[src/inc/pipl_pkg.sv]
// package for the low-bank port intensity pwm block: register map, field
// layout, reset values, request carrier and state layout.
// assumes one clock domain shared with the serial slave that issues requests.
package pipl_pkg;

   // ---------------------------------------------------------------
   // register map
   // ---------------------------------------------------------------
   localparam int ADDR_W = 8;
   localparam int DATA_W = 8;
   localparam int NIB_W = 4;
   localparam int PORTS = 8;
   localparam int REGS = 4;
   localparam int IDX_W = 2;
   localparam logic [ADDR_W-1:0] ADDR_PIN1_PIN0 = 8'h10;
   localparam logic [ADDR_W-1:0] ADDR_PIN3_PIN2 = 8'h11;
   localparam logic [ADDR_W-1:0] ADDR_PIN5_PIN4 = 8'h12;
   localparam logic [ADDR_W-1:0] ADDR_PIN7_PIN6 = 8'h13;
   localparam logic [ADDR_W-1:0] INTENS_BASE = ADDR_PIN1_PIN0;
   localparam logic [ADDR_W-1:0] INTENS_MASK = 8'hfc;

   // ---------------------------------------------------------------
   // field layout and codes
   // ---------------------------------------------------------------
   localparam int NIB_HI_MSB = 7;
   localparam int NIB_HI_LSB = 4;
   localparam int NIB_LO_MSB = 3;
   localparam int NIB_LO_LSB = 0;
   localparam logic [NIB_W-1:0] NIB_STATIC = 4'hf;
   localparam logic [NIB_W-1:0] MASTER_OFF = 4'h0;
   localparam logic [NIB_W-1:0] SLOT_STEP = 4'h1;
   localparam logic RW_WRITE = 1'b0;
   localparam logic RW_READ = 1'b1;
   localparam logic [DATA_W-1:0] INTENS_RESET = 8'hff;
   localparam logic [DATA_W-1:0] UNMAPPED_DATA = 8'h00;

   // ---------------------------------------------------------------
   // carriers and state
   // ---------------------------------------------------------------
   typedef struct packed {
      logic valid;
      logic rw;
      logic [ADDR_W-1:0] addr;
      logic [DATA_W-1:0] wdata;
   } pipl_req_t;

   typedef struct packed {
      logic valid;
      logic [DATA_W-1:0] data;
   } pipl_rsp_t;

   typedef struct packed {
      logic [REGS-1:0][DATA_W-1:0] regs;
      logic [NIB_W-1:0] slot;
      pipl_rsp_t rsp;
   } pipl_state_t;

   localparam pipl_state_t STATE_RESET = '{
      regs: {REGS{INTENS_RESET}},
      slot: MASTER_OFF,
      rsp: '{valid: 1'b0, data: UNMAPPED_DATA}
   };

   typedef struct packed {
      logic on;
   } pipl_port_state_t;

endpackage

[src/hdl/pipl_port_pwm.sv]
// one port's pwm output stage: compares the shared slot against the nibble.
// assumes the slot counter and nibble come from the same clock domain.
`timescale 1ns/1ps
module pipl_port_pwm (
   // clock and reset
   input wire logic clk,
   input wire logic rst,
   // control
   input wire logic [pipl_pkg::NIB_W-1:0] nibble,
   input wire logic [pipl_pkg::NIB_W-1:0] slot,
   input wire logic halt,
   // port drive, high while the port is on
   output logic on
);

   pipl_pkg::pipl_port_state_t st_reg;
   pipl_pkg::pipl_port_state_t st_next;

   always_comb begin
      st_next = st_reg;
      if (halt) begin
         // oscillator stopped: static level, no modulation
         st_next.on = 1'b1;
      end else if (nibble == pipl_pkg::NIB_STATIC) begin
         st_next.on = 1'b1;
      end else begin
         // nibble+1 slots on out of sixteen
         st_next.on = (slot <= nibble);
      end
   end

   always_ff @(posedge clk) begin
      if (rst) begin
         st_reg <= '{on: 1'b1};
      end else begin
         st_reg <= st_next;
      end
   end

   assign on = st_reg.on;

endmodule

[src/hdl/pipl_top.sv]
// intensity registers and pwm generation for output ports 0 to 7.
// assumes the serial slave decodes the frame and presents one request per
// cycle on the same clock; the master intensity field comes from elsewhere.
`timescale 1ns/1ps

module pipl_top (
   // clock and reset
   input wire logic MCLK,
   input wire logic RST,
   // register requests from the serial slave
   input wire pipl_pkg::pipl_req_t REG_REQ,
   output pipl_pkg::pipl_rsp_t REG_RSP,
   // master intensity field, held elsewhere
   input wire logic [pipl_pkg::NIB_W-1:0] MASTER_LEVEL,
   // port drive, high while a port is on
   output logic [pipl_pkg::PORTS-1:0] PORT_ON
);

   // ---------------------------------------------------------------
   // state
   // ---------------------------------------------------------------
   pipl_pkg::pipl_state_t st_reg;
   pipl_pkg::pipl_state_t st_next;
   logic hit;
   logic [pipl_pkg::IDX_W-1:0] idx;
   logic halt;
   logic [pipl_pkg::PORTS-1:0][pipl_pkg::NIB_W-1:0] nib;

   assign hit = (REG_REQ.addr & pipl_pkg::INTENS_MASK) == pipl_pkg::INTENS_BASE;
   assign idx = REG_REQ.addr[pipl_pkg::IDX_W-1:0];
   assign halt = (MASTER_LEVEL == pipl_pkg::MASTER_OFF);

   // ---------------------------------------------------------------
   // nibble split: odd port in the upper half, even port in the lower
   // ---------------------------------------------------------------
   genvar r;
   generate
      for (r = 0; r < pipl_pkg::REGS; r++) begin : g_split
         assign nib[2*r+1] = st_reg.regs[r][pipl_pkg::NIB_HI_MSB:pipl_pkg::NIB_HI_LSB];
         assign nib[2*r] = st_reg.regs[r][pipl_pkg::NIB_LO_MSB:pipl_pkg::NIB_LO_LSB];
      end
   endgenerate

   // ---------------------------------------------------------------
   // register access and slot counter
   // ---------------------------------------------------------------
   always_comb begin
      st_next = st_reg;
      st_next.rsp.valid = 1'b0;
      if (REG_REQ.valid) begin
         if (REG_REQ.rw == pipl_pkg::RW_WRITE) begin
            // unmapped writes are dropped silently
            if (hit) begin
               st_next.regs[idx] = REG_REQ.wdata;
            end
         end else begin
            st_next.rsp.valid = 1'b1;
            // unmapped reads answer zero so the slave always gets a byte
            st_next.rsp.data = hit ? st_reg.regs[idx] : pipl_pkg::UNMAPPED_DATA;
         end
      end
      // the counter freezes while the oscillator is stopped
      if (!halt) begin
         st_next.slot = st_reg.slot + pipl_pkg::SLOT_STEP;
      end
   end

   always_ff @(posedge MCLK) begin
      if (RST) begin
         st_reg <= pipl_pkg::STATE_RESET;
      end else begin
         st_reg <= st_next;
      end
   end

   assign REG_RSP = st_reg.rsp;

   // ---------------------------------------------------------------
   // per-port output stages
   // ---------------------------------------------------------------
   genvar p;
   generate
      for (p = 0; p < pipl_pkg::PORTS; p++) begin : g_port
         pipl_port_pwm u_pwm (
            .clk(MCLK),
            .rst(RST),
            .nibble(nib[p]),
            .slot(st_reg.slot),
            .halt(halt),
            .on(PORT_ON[p])
         );
      end
   endgenerate

   // write-data nibbles, so the field checks name no bit positions
   logic [pipl_pkg::NIB_W-1:0] wr_hi;
   logic [pipl_pkg::NIB_W-1:0] wr_lo;
   assign wr_hi = REG_REQ.wdata[pipl_pkg::NIB_HI_MSB:pipl_pkg::NIB_HI_LSB];
   assign wr_lo = REG_REQ.wdata[pipl_pkg::NIB_LO_MSB:pipl_pkg::NIB_LO_LSB];
endmodule

[config.mk]
export PLATFORM = sky130hd
export DESIGN_NAME = pipl_top
export DESIGN_NICKNAME = d
export VERILOG_FILES = /design/src/inc/pipl_pkg.sv /design/src/hdl/pipl_port_pwm.sv /design/src/hdl/pipl_top.sv
export SDC_FILE = /design/constraint.sdc
export NUM_CORES = 1
export LEC_CHECK = 0
export CORE_ASPECT_RATIO = 2
export CORE_MARGIN = 4
export CORE_UTILIZATION = 40
export DETAILED_ROUTE_END_ITERATION = 12
export DONT_BUFFER_PORTS = 1
export GPL_TIMING_DRIVEN = 0
export HOLD_SLACK_MARGIN = 0.06
export PLACE_DENSITY = 0.61
export RECOVER_POWER = 100
export SYNTH_ARGS = -nofsm -noshare
export SYNTH_HDL_FRONTEND = slang
export SYNTH_SLANG_ARGS = --single-unit
[constraint.sdc]
create_clock -name MCLK -period 2.51 [get_ports MCLK]
set_input_delay 0.251 -clock MCLK [delete_from_list [all_inputs] [get_ports MCLK]]
set_output_delay 0.251 -clock MCLK [all_outputs]
set_load 0.05 [all_outputs]
# Yosys cells after proc, flatten, opt, wreduce, memory -nomap -nowiden
# Cells that the tools add are included.
dict set report totals {
  regBits 53
  in_bits 24
  output_inout_bits 17
  elab_cells 57
}
dict set report op_classes {
  addsub 1
  magnitude_cmp 10
  n_eq_ne 9
  mux 7
  n_bitwise 2
  reduce_logical 13
}
# op count
set ops {}
lappend ops {{32-bit bitwise mux} 1}
lappend ops {{4-bit equality test (second input constant)} 8}
lappend ops {{4-bit <= comparator} 8}
lappend ops {{8-bit two-way mux} 3}
lappend ops {{3-bit OR reduction} 8}
lappend ops {{8-bit binary-select mux with 2-bit select} 1}
lappend ops {{8-bit demux with 2-bit select} 1}
lappend ops {{9-bit two-way mux} 1}
lappend ops {{6-bit by 3-bit equality test with 1-bit output (second input constant)} 1}
lappend ops {{4-bit by 1-bit adder with 4-bit output (second input constant)} 1}
lappend ops {{4-bit logical NOT} 1}
lappend ops {{2-bit by 3-bit < comparator with 1-bit output (second input constant)} 1}
lappend ops {{3-bit AND reduction} 1}
lappend ops {{2-bit by 1-bit >= comparator with 1-bit output (second input constant)} 1}
lappend ops {{1-bit inverter} 2}
lappend ops {{2-bit AND reduction} 1}
lappend ops {{2-bit OR reduction} 1}
lappend ops {{1-bit logical AND} 1}

# Depth between registers and ports, before layout
# Gate-level depths: netlist of the first run.
dict set report logic_depth {
  ltp_word 5
  mapped_depth 5
  ltp_nobuf 5
}

# Hierarchy
# Synthesis of the first run repeated with hierarchy kept, for this count alone.
dict set report hier_totals {
  cells_unflattened 316
  hier_area_um2 3024.2
}
# module n_inst cells_each area_each_um2 seq_area_each_um2
set by_module_without_submodules {}
lappend by_module_without_submodules {pipl_top 1 180 1963.1 900.9}
lappend by_module_without_submodules {pipl_port_pwm 8 17 132.6 20.0}

# Worst setup path after synthesis of the first run
# No wires, ideal clock.
dict set report synth_timing {
  path_kind {input -> register}
  startpoint {input port REG_REQ[11] in the netlist's numbering}
  endpoint {register st_reg (netlist bit nib[0])}
  setup_ns 0.127
  arrival_time_ns 1.169
  required_ns 2.383
  setup_slack_ns 1.214
  path_stages 3
  path_buffers 0
  path_cell_list {nor4b_4 nand4_2 mux2i_1}
}
dict set report synth_via {
  elab_chain_cells 2
}
# item line_no
set synth_rtl {}
lappend synth_rtl {{from (decl)} pipl_top.sv:11} ;# input wire pipl_pkg::pipl_req_t REG_REQ,
lappend synth_rtl {{6-bit by 3-bit equality test with 1-bit output} pipl_top.sv:29} ;# assign hit = (REG_REQ.addr & pipl_pkg::INTENS_MASK) == pipl_pkg::INTENS_BASE;
lappend synth_rtl {{3-bit AND reduction (no line)} n/a}
lappend synth_rtl {{to (signal assigned)} pipl_top.sv:70} ;# st_reg <= pipl_pkg::STATE_RESET;
lappend synth_rtl {{to (signal assigned)} pipl_top.sv:72} ;# st_reg <= st_next;
lappend synth_rtl {{to (decl)} pipl_top.sv:22} ;# pipl_pkg::pipl_state_t st_reg;
# Every way passes these cells.
# A chain may end at the register's enable or synchronous reset.

# Worst setup path after layout of the first run
dict set report layout_timing {
  startpoint {register st_reg[11] in the netlist's numbering}
  endpoint {register g_port[7].u_pwm.st_reg}
}
dict set report layout_via {
  elab_chain_cells 1
}
# item line_no
set layout_rtl {}
lappend layout_rtl {{4-bit <= comparator} pipl_port_pwm.sv:28} ;# st_next.on = (slot <= nibble);
lappend layout_rtl {{to (signal assigned)} pipl_port_pwm.sv:34} ;# st_reg <= '{on: 1'b1};
lappend layout_rtl {{to (signal assigned)} pipl_port_pwm.sv:36} ;# st_reg <= st_next;
lappend layout_rtl {{to (decl)} pipl_port_pwm.sv:16} ;# pipl_pkg::pipl_port_state_t st_reg;
# Every way passes these cells.

==> summary.txt, run 1 <==
Pwr
  • Sw Ratio: 25.62%
  • Worst VDD drop: 0.3456 mV
  • Pwr per Cell Area: 533.0 mW/mm2
  • Combinational Power Share: 6.9%
  • Clock share of power: 42.0%
  • Internal power: 1.264 mW
  • Sequential power share: 51.1%
  • PnR Total Power: 1.700 mW
  • P_sw: 0.4354 mW
  • Pleak: 1.660 nW

Yosys
  • Synth top area share: 35.60%
  • Simple-gate share of the synthesized area: 15.28%
  • Post-Syn Area: 0.002980 mm2
  • Post-Syn Nets: 366
  • Syn Inst Count: 309
  • Xor and xnor fraction of the mapped netlist area: 0.5877%
  • Top cells by area, synth: dfxtp_1 36%, ha_1 14%, mux2i_1 11%
  • Ys async rst share: 0%
  • Largest family of logic cells by synthesized area: multiplexers
  • Top FF cell, synth: dfxtp_1
  • Seq/Total Area, Yosys: 35.60%
  • Synth Area in Compound Gates: 8.690%
  • Seq cells post-synth: 53
  • Adder-Cell Fraction of Synth Area: 13.85%
  • Cell taking the most area after synthesis: dfxtp_1
  • Yosys cell types: 32
  • Yosys warns: 0
  • Number of synthesized flops with an enable pin: 0
  • Post-Syn Area per Cell: 9.645 um2
  • Post-synthesis mux area share: 17.13%

Final layout
  • Layout cell share with drive strength beyond 1: 6.625%
  • Commonest non-fill, non-tap cell in the layout: dfxtp_1
  • Layout net count: 373
  • Antenna cells: 0
  • Area Growth Syn to Fin: 7.011%
  • Number of non-filler instances in the completed layout: 409
  • Max reg flops: 32
  • Commonest cells after routing, fill and taps aside: 53 x dfxtp_1, 47 x nor2_1, 40 x inv_1, 33 x mux2i_1, 33 x ha_1

Worst setup path
  • CP endpoint kind: register
  • Worst Setup EP: g_port[7].u_pwm.on$_SDFF_PP1_
  • R2r worst-path depth: 4
  • CP arrival: 1.85 ns
  • Crit Path Category: reg2reg
  • CP Launch Point: st_reg[11]$_SDFFE_PP0N_
  • Reg2reg start: st_reg[11]$_SDFFE_PP0N_
  • Critical Path RT: 2.71 ns
  • R2R setup slack: 0.86 ns
  • Crit Path Max Fanout: 10
  • Critical R2R Capture: g_port[7].u_pwm.on$_SDFF_PP1_
  • Critical Path Start Type: register

Clock tree
  • Post-CTS setup buffers: 0
  • H-Tree Depth: 2
  • CTS tree: yes
  • TritonCTS buffer count: 5
  • CTS Root Buffer Type: clkbuf_16
  • CTS sink cnt: 53
  • Clk slew on worst S/H paths: 0.07 ns
  • CTS Hold Bufs: 0
  • Worst skew pair latency: 0.30 ns
  • CTS Buffer Depth: 2
  • Post_cts resized: 0

GRT
  • Vias in the first global route: 2261
  • First-pass GRT wire length: 12030 um
  • GRT Overall Usage: 17.68%
  • Grt total ovfl: 0
  • Initial antenna violation count: 0
  • Largest net degree at the start of global routing: 19

Die
  • Row Count: 44
  • Die width: 69.04 um
  • Initial Utilization: 41.01%
  • DIE AREA: 0.008979 mm2
  • Ports: 41
  • Core Footprint: 0.007267 mm2
  • Die Span Y: 130.1 um

Placement
  • Detail Placement HPWL: 6033 um
  • Dpl cells: 401
  • Final GP Congestion: 0.7880
  • Number of port buffers: 0

Job
  • Max-cap check violation count: 0

Drt
  • Detailed Route Iter0 Violations: 101
  • Antenna Nets Post-Route: 0
  • WL/cell: 18.98 um
  • Vias per inst: 5.604
  • Final WL: 7762 um
  • DR DRC count: 0
  • Drt first pass iters: 4
  • Via count: 2292

STA
  • Fin Setup TNS: 0 ns
  • Final setup violation count: 0
  • Clock Skew: 0.006927 ns
  • Fraction of the cycle the final worst path needs: 65.74%
  • Worst-margin pin slew: 0.7602 ns
  • Crit path time final: 1.650 ns
  • Fmax: 606.1 MHz
  • RSZ-0062 raised after global routing: no
  • Slew HR: 49.17%
  • Fin. max-slew vios: 0
  • Endpoints failing hold: 0

Min path
  • HP Class: in2reg

Status
  • Status: complete, no violations
-- cells by family after synthesis --
kind of cell             after synthesis
adder cells (fa/ha/maj)               33
XOR/XNOR                               2
AO/OA/AOI/OAI                         35
AND/OR/NAND/NOR                       85
multiplexers                          41
flip-flops                            53
buffers and inverters                 60
-- power groups by stage --
stage | sequential, mW | clock [mW] | combinational, mW
4_1_cts | 0.869 | 0.737 | 0.121
2_1_floorplan | 0.880 | 0 | 0.0889
3_3_place_gp | 0.889 | 0 | 0.117
6_report | 0.868 | 0.715 | 0.117
5_1_grt | 0.870 | 0.762 | 0.133
3_5_place_dp | 0.889 | 0 | 0.120
-- stage by stage --
stage	utilization, %	cell area [um2]	hold WS [ns]	worst slack (ns)
global placement	42.60	3095	0.4708	0.9288
detailed placement	42.60	3095	0.4815	0.8955
global route	43.89	3189	0.1761	0.8355
CTS	44.66	3246	0.1658	0.8655
floorplan	-	2980	0.4418	1.214
finish	43.89	3189	0.1667	0.8600
-- worst max-delay path, cell delays in order, from the launching register on --
cell and delay (ns):
dfxtp_1 0.69, ha_1 0.37, a21oi_1 0.17, o22ai_1 0.10
o2111ai_1 0.22
-- worst min-delay path by stage --
stage	start	end	slack, ns	depth (start not counted)
after floorplan	REG_REQ[0]	nib[0]$_SDFFE_PP1P_	0.44	2
after global placement	REG_REQ[7]	nib[7]$_SDFFE_PP1P_	0.47	2
after detailed placement	REG_REQ[5]	nib[5]$_SDFFE_PP1P_	0.48	2
after CTS	REG_REQ[5]	nib[5]$_SDFFE_PP1P_	0.17	2
after global routing	REG_REQ[5]	nib[5]$_SDFFE_PP1P_	0.18	2
final	REG_REQ[7]	nib[23]$_SDFFE_PP1P_	0.17	2
-- routing by layer --
| layer | global-route usage [%] | part of all wire (%) | vias to the layer above |
|---|---|---|---|
| met2 | 35.14 | 58 | 42 |
| li1 | - | - | 1107 |
| met5 | 0 | 0 | - |
| met3 | 2.544 | 2.3 | 17 |
| met1 | 16.90 | 36 | 1126 |
| met4 | 10.13 | 4.1 | 0 |
-- cell usage after synthesis (2+ instances only) --
| cell | number |
|---|---|
| dfxtp_1 | 53 |
| nor2_1 | 47 |
| inv_1 | 40 |
| ha_1 | 33 |
| mux2i_1 | 33 |
| a21oi_1 | 9 |
| buf_4 | 9 |
| nand3_1 | 9 |
| a32o_1 | 8 |
| mux4_2 | 8 |
| o22ai_1 | 8 |
| and4_1 | 7 |
| nor3_1 | 7 |
| o221ai_1 | 7 |
| clkbuf_1 | 5 |
| buf_2 | 4 |
| nand4_2 | 4 |
| nor2b_1 | 3 |
| nand4_1 | 2 |
-- final cells by class --
| type | count | area [um2] |
|---|---|---|
| Fill cell | 748 | 4078 |
| Multi-Input combinational cell | 196 | 1630 |
| Clock buffer | 5 | 125.1 |
| Buffer | 19 | 78.83 |
| Sequential cell | 53 | 1061 |
| Inverter | 41 | 153.9 |
| Tap cell | 92 | 115.1 |
| Clock inverter | 3 | 25.02 |
Power figures use the tool's default switching activity.
==> inputs of run 2 (changes only) <==
==> constraint.sdc (replaced) <==
create_clock -name MCLK -period 1.7 [get_ports MCLK]
set_input_delay 0.17 -clock MCLK [delete_from_list [all_inputs] [get_ports MCLK]]
set_output_delay 0.17 -clock MCLK [all_outputs]
set_load 0.05 [all_outputs]
==> run 2 against run 1 <==
  * Core utilization is 0.12 points higher
  * Routed wire length about the same
  * Clock power increased by 50%
  * Count of clock-buffer cells in the layout stayed put
  * Maximum frequency is 0.28% lower
  * Largest cell class unchanged
  * Global-route usage unchanged
  * Sequential share of layout area decreased by 0.091 points
  * Non-clock buffer count did not move
  * Clock skew grew 0.0023 ns
  * Worst hold slack got worse by 0.084 ns
==> summary.txt, run 2 (synthesized netlist as in run 1, its figures left out) <==
Die
  • Row Count: 44 (unchanged)
  • Ports: 41 (unchanged)
  • Die Span Y: 130.1 um (unchanged)
  • Initial Utilization: 41.01% (unchanged)
  • Core Footprint: 0.007267 mm2 (unchanged)
  • Die width: 69.04 um (unchanged)
  • DIE AREA: 0.008979 mm2 (unchanged)

Clock tree
  • Post_cts resized: 0 (unchanged)
  • CTS tree: yes
  • TritonCTS buffer count: 5 (unchanged)
  • Post-CTS setup buffers: 0 (unchanged)
  • CTS Root Buffer Type: clkbuf_16
  • Clk slew on worst S/H paths: 0.08 ns (about the same)
  • Worst skew pair latency: 0.30 ns (about the same)
  • CTS Hold Bufs: 0 (unchanged)
  • CTS Buffer Depth: 2 (unchanged)
  • H-Tree Depth: 2 (unchanged)
  • CTS sink cnt: 53 (unchanged)

Worst setup path
  • Critical Path Start Type: register
  • CP arrival: 1.86 ns (about the same)
  • Crit Path Category: reg2reg
  • R2R setup slack: 0.05 ns (-0.81 ns)
  • Critical R2R Capture: g_port[7].u_pwm.on$_SDFF_PP1_
  • R2r worst-path depth: 4 (unchanged)
  • Reg2reg start: st_reg[11]$_SDFFE_PP0N_
  • Critical Path RT: 1.91 ns (-0.80 ns)
  • CP endpoint kind: register
  • Crit Path Max Fanout: 10 (unchanged)

Final layout
  • Number of non-filler instances in the completed layout: 409 (unchanged)
  • FILL cells: 747 (-0.13%)
  • Commonest non-fill, non-tap cell in the layout: dfxtp_1
  • Layout net count: 373 (unchanged)
  • Multi-input gate area: 0.001640 mm2 (+0.61%)
  • Area Growth Syn to Fin: 7.305%
  • Core Util, Final: 44.01% (+0.12 points)
  • Reg area: 0.001061 mm2 (unchanged)
  • Layout cell share with drive strength beyond 1: 7.256% (+0.63 points)
  • Commonest cells after routing, fill and taps aside: 53 x dfxtp_1, 47 x nor2_1, 40 x inv_1, 33 x mux2i_1, 33 x ha_1
  • Max reg flops: 32 (unchanged)
  • Antenna cells: 0 (unchanged)

GRT
  • GR Util met2: 35.14% (unchanged)
  • Initial antenna violation count: 0 (unchanged)
  • Grt total ovfl: 0 (unchanged)
  • Routing usage on met1: 16.90% (unchanged)
  • Grt peak-use layer: met2
  • Largest net degree at the start of global routing: 19 (unchanged)
  • GRT Overall Usage: 17.68% (unchanged)
  • Vias in the first global route: 2261 (unchanged)
  • First-pass GRT wire length: 12030 um (unchanged)
  • Met3 GRT Util: 2.544% (unchanged)

Drt
  • Drt first pass iters: 4 (unchanged)
  • Antenna Nets Post-Route: 0 (unchanged)
  • Via count: 2298 (+0.26%)
  • DR DRC count: 0 (unchanged)
  • WL/cell: 19.00 um (about the same)
  • Vias per inst: 5.619 (+0.26%)
  • Final WL: 7769 um (about the same)
  • Detailed Route Iter0 Violations: 134 (+33%)

STA
  • Fin. max-slew vios: 0 (unchanged)
  • Endpoints failing hold: 0 (unchanged)
  • Fraction of the cycle the final worst path needs: 97.33% (+32 points)
  • Final setup violation count: 0 (unchanged)
  • Clock Skew: 0.009249 ns (+0.002322 ns)
  • Final worst slack: 0.04536 ns (-0.8147 ns)
  • Fin Setup TNS: 0 ns (unchanged)
  • Crit path time final: 1.655 ns (+0.004659 ns)
  • Slew HR: 55.69% (+6.5 points)
  • RSZ-0062 raised after global routing: no
  • Worst-margin pin slew: 0.6627 ns (-0.09752 ns)
  • Fmax: 604.4 MHz (-0.28%)

Pwr
  • Worst VDD drop: 0.5103 mV (+48%)
  • Pleak: 1.673 nW (+0.76%)
  • Pwr per Cell Area: 790.0 mW/mm2 (+48%)

Min path
  • Hold endpoint: nib[23]$_SDFFE_PP1P_
  • Hold path start: REG_REQ[7]
  • Hold depth: 2 (unchanged)
  • HP Class: in2reg

Placement
  • Detail Placement HPWL: 6033 um (unchanged)
  • Dpl cells: 401 (unchanged)
  • Final GP Congestion: 0.7880 (unchanged)
  • Number of port buffers: 0 (unchanged)
  • Worst slack, placed: 0.08548 ns (-0.8100 ns)

Status
  • Status: complete, no violations

Job
  • Max-cap check violation count: 0 (unchanged)
-- run 2: cell count changes in the layout (fill, tap and decap cells not counted) --
cell      previous run  this run
buf_2                3         2
clkbuf_1            15        16
nand4_1              6         3
nand4_2              0         3
nor4b_2              0         1
nor4b_4              1         0
-- run 2: worst max-delay path: stages, from the launching register on --
cell	delay, ns
dfxtp_1	0.70
ha_1	0.37
a21oi_1	0.17
o22ai_1	0.10
o2111ai_1	0.22
-- run 2: stage by stage --
stage | power, mW | hold slack [ns] | cell area, um2
global route | 2.608 | 0.09512 | 3198
CTS | 2.550 | 0.08480 | 3246
floorplan | 1.431 | 0.3608 | 2980
global placement | 1.484 | 0.3898 | 3095
detailed placement | 1.490 | 0.4005 | 3095
finish | 2.526 | 0.08279 | 3198
-- run 2: layout make-up --
cell class	instances	share of cell area, %
multi-input cells	196	51.29
plain buffers	19	2.426
flip-flops and latches	53	33.18
inverters	41	4.812
clock buffers	5	3.912
clock inverters	3	0.7825
well taps	92	3.599
-- run 2: report_power, final --
part           switching [mW]  leakage, nW  internal (mW)
Combinational           0.113         1.17         0.0614
Sequential             0.0325        0.429           1.25
Clock                   0.515       0.0704          0.555
Total                   0.660         1.67           1.87
-- run 2: routing by layer --
| layer | vias up | part of all wire [%] |
|---|---|---|
| met5 | - | 0 |
| met4 | 0 | 3.6 |
| met3 | 14 | 1.9 |
| met2 | 37 | 58 |
| met1 | 1143 | 36 |
| li1 | 1104 | - |
-- run 2: worst max path at each step --
stage	start	end	cells past startpoint
2_1_floorplan	st_reg[11]$_SDFFE_PP0N_	g_port[7].u_pwm.on$_SDFF_PP1_	4
3_3_place_gp	st_reg[11]$_SDFFE_PP0N_	g_port[1].u_pwm.on$_SDFF_PP1_	4
3_5_place_dp	st_reg[11]$_SDFFE_PP0N_	g_port[7].u_pwm.on$_SDFF_PP1_	4
4_1_cts	st_reg[11]$_SDFFE_PP0N_	g_port[7].u_pwm.on$_SDFF_PP1_	4
5_1_grt	REG_REQ[11]	nib[4]$_SDFFE_PP1P_	3
6_report	st_reg[11]$_SDFFE_PP0N_	g_port[7].u_pwm.on$_SDFF_PP1_	4
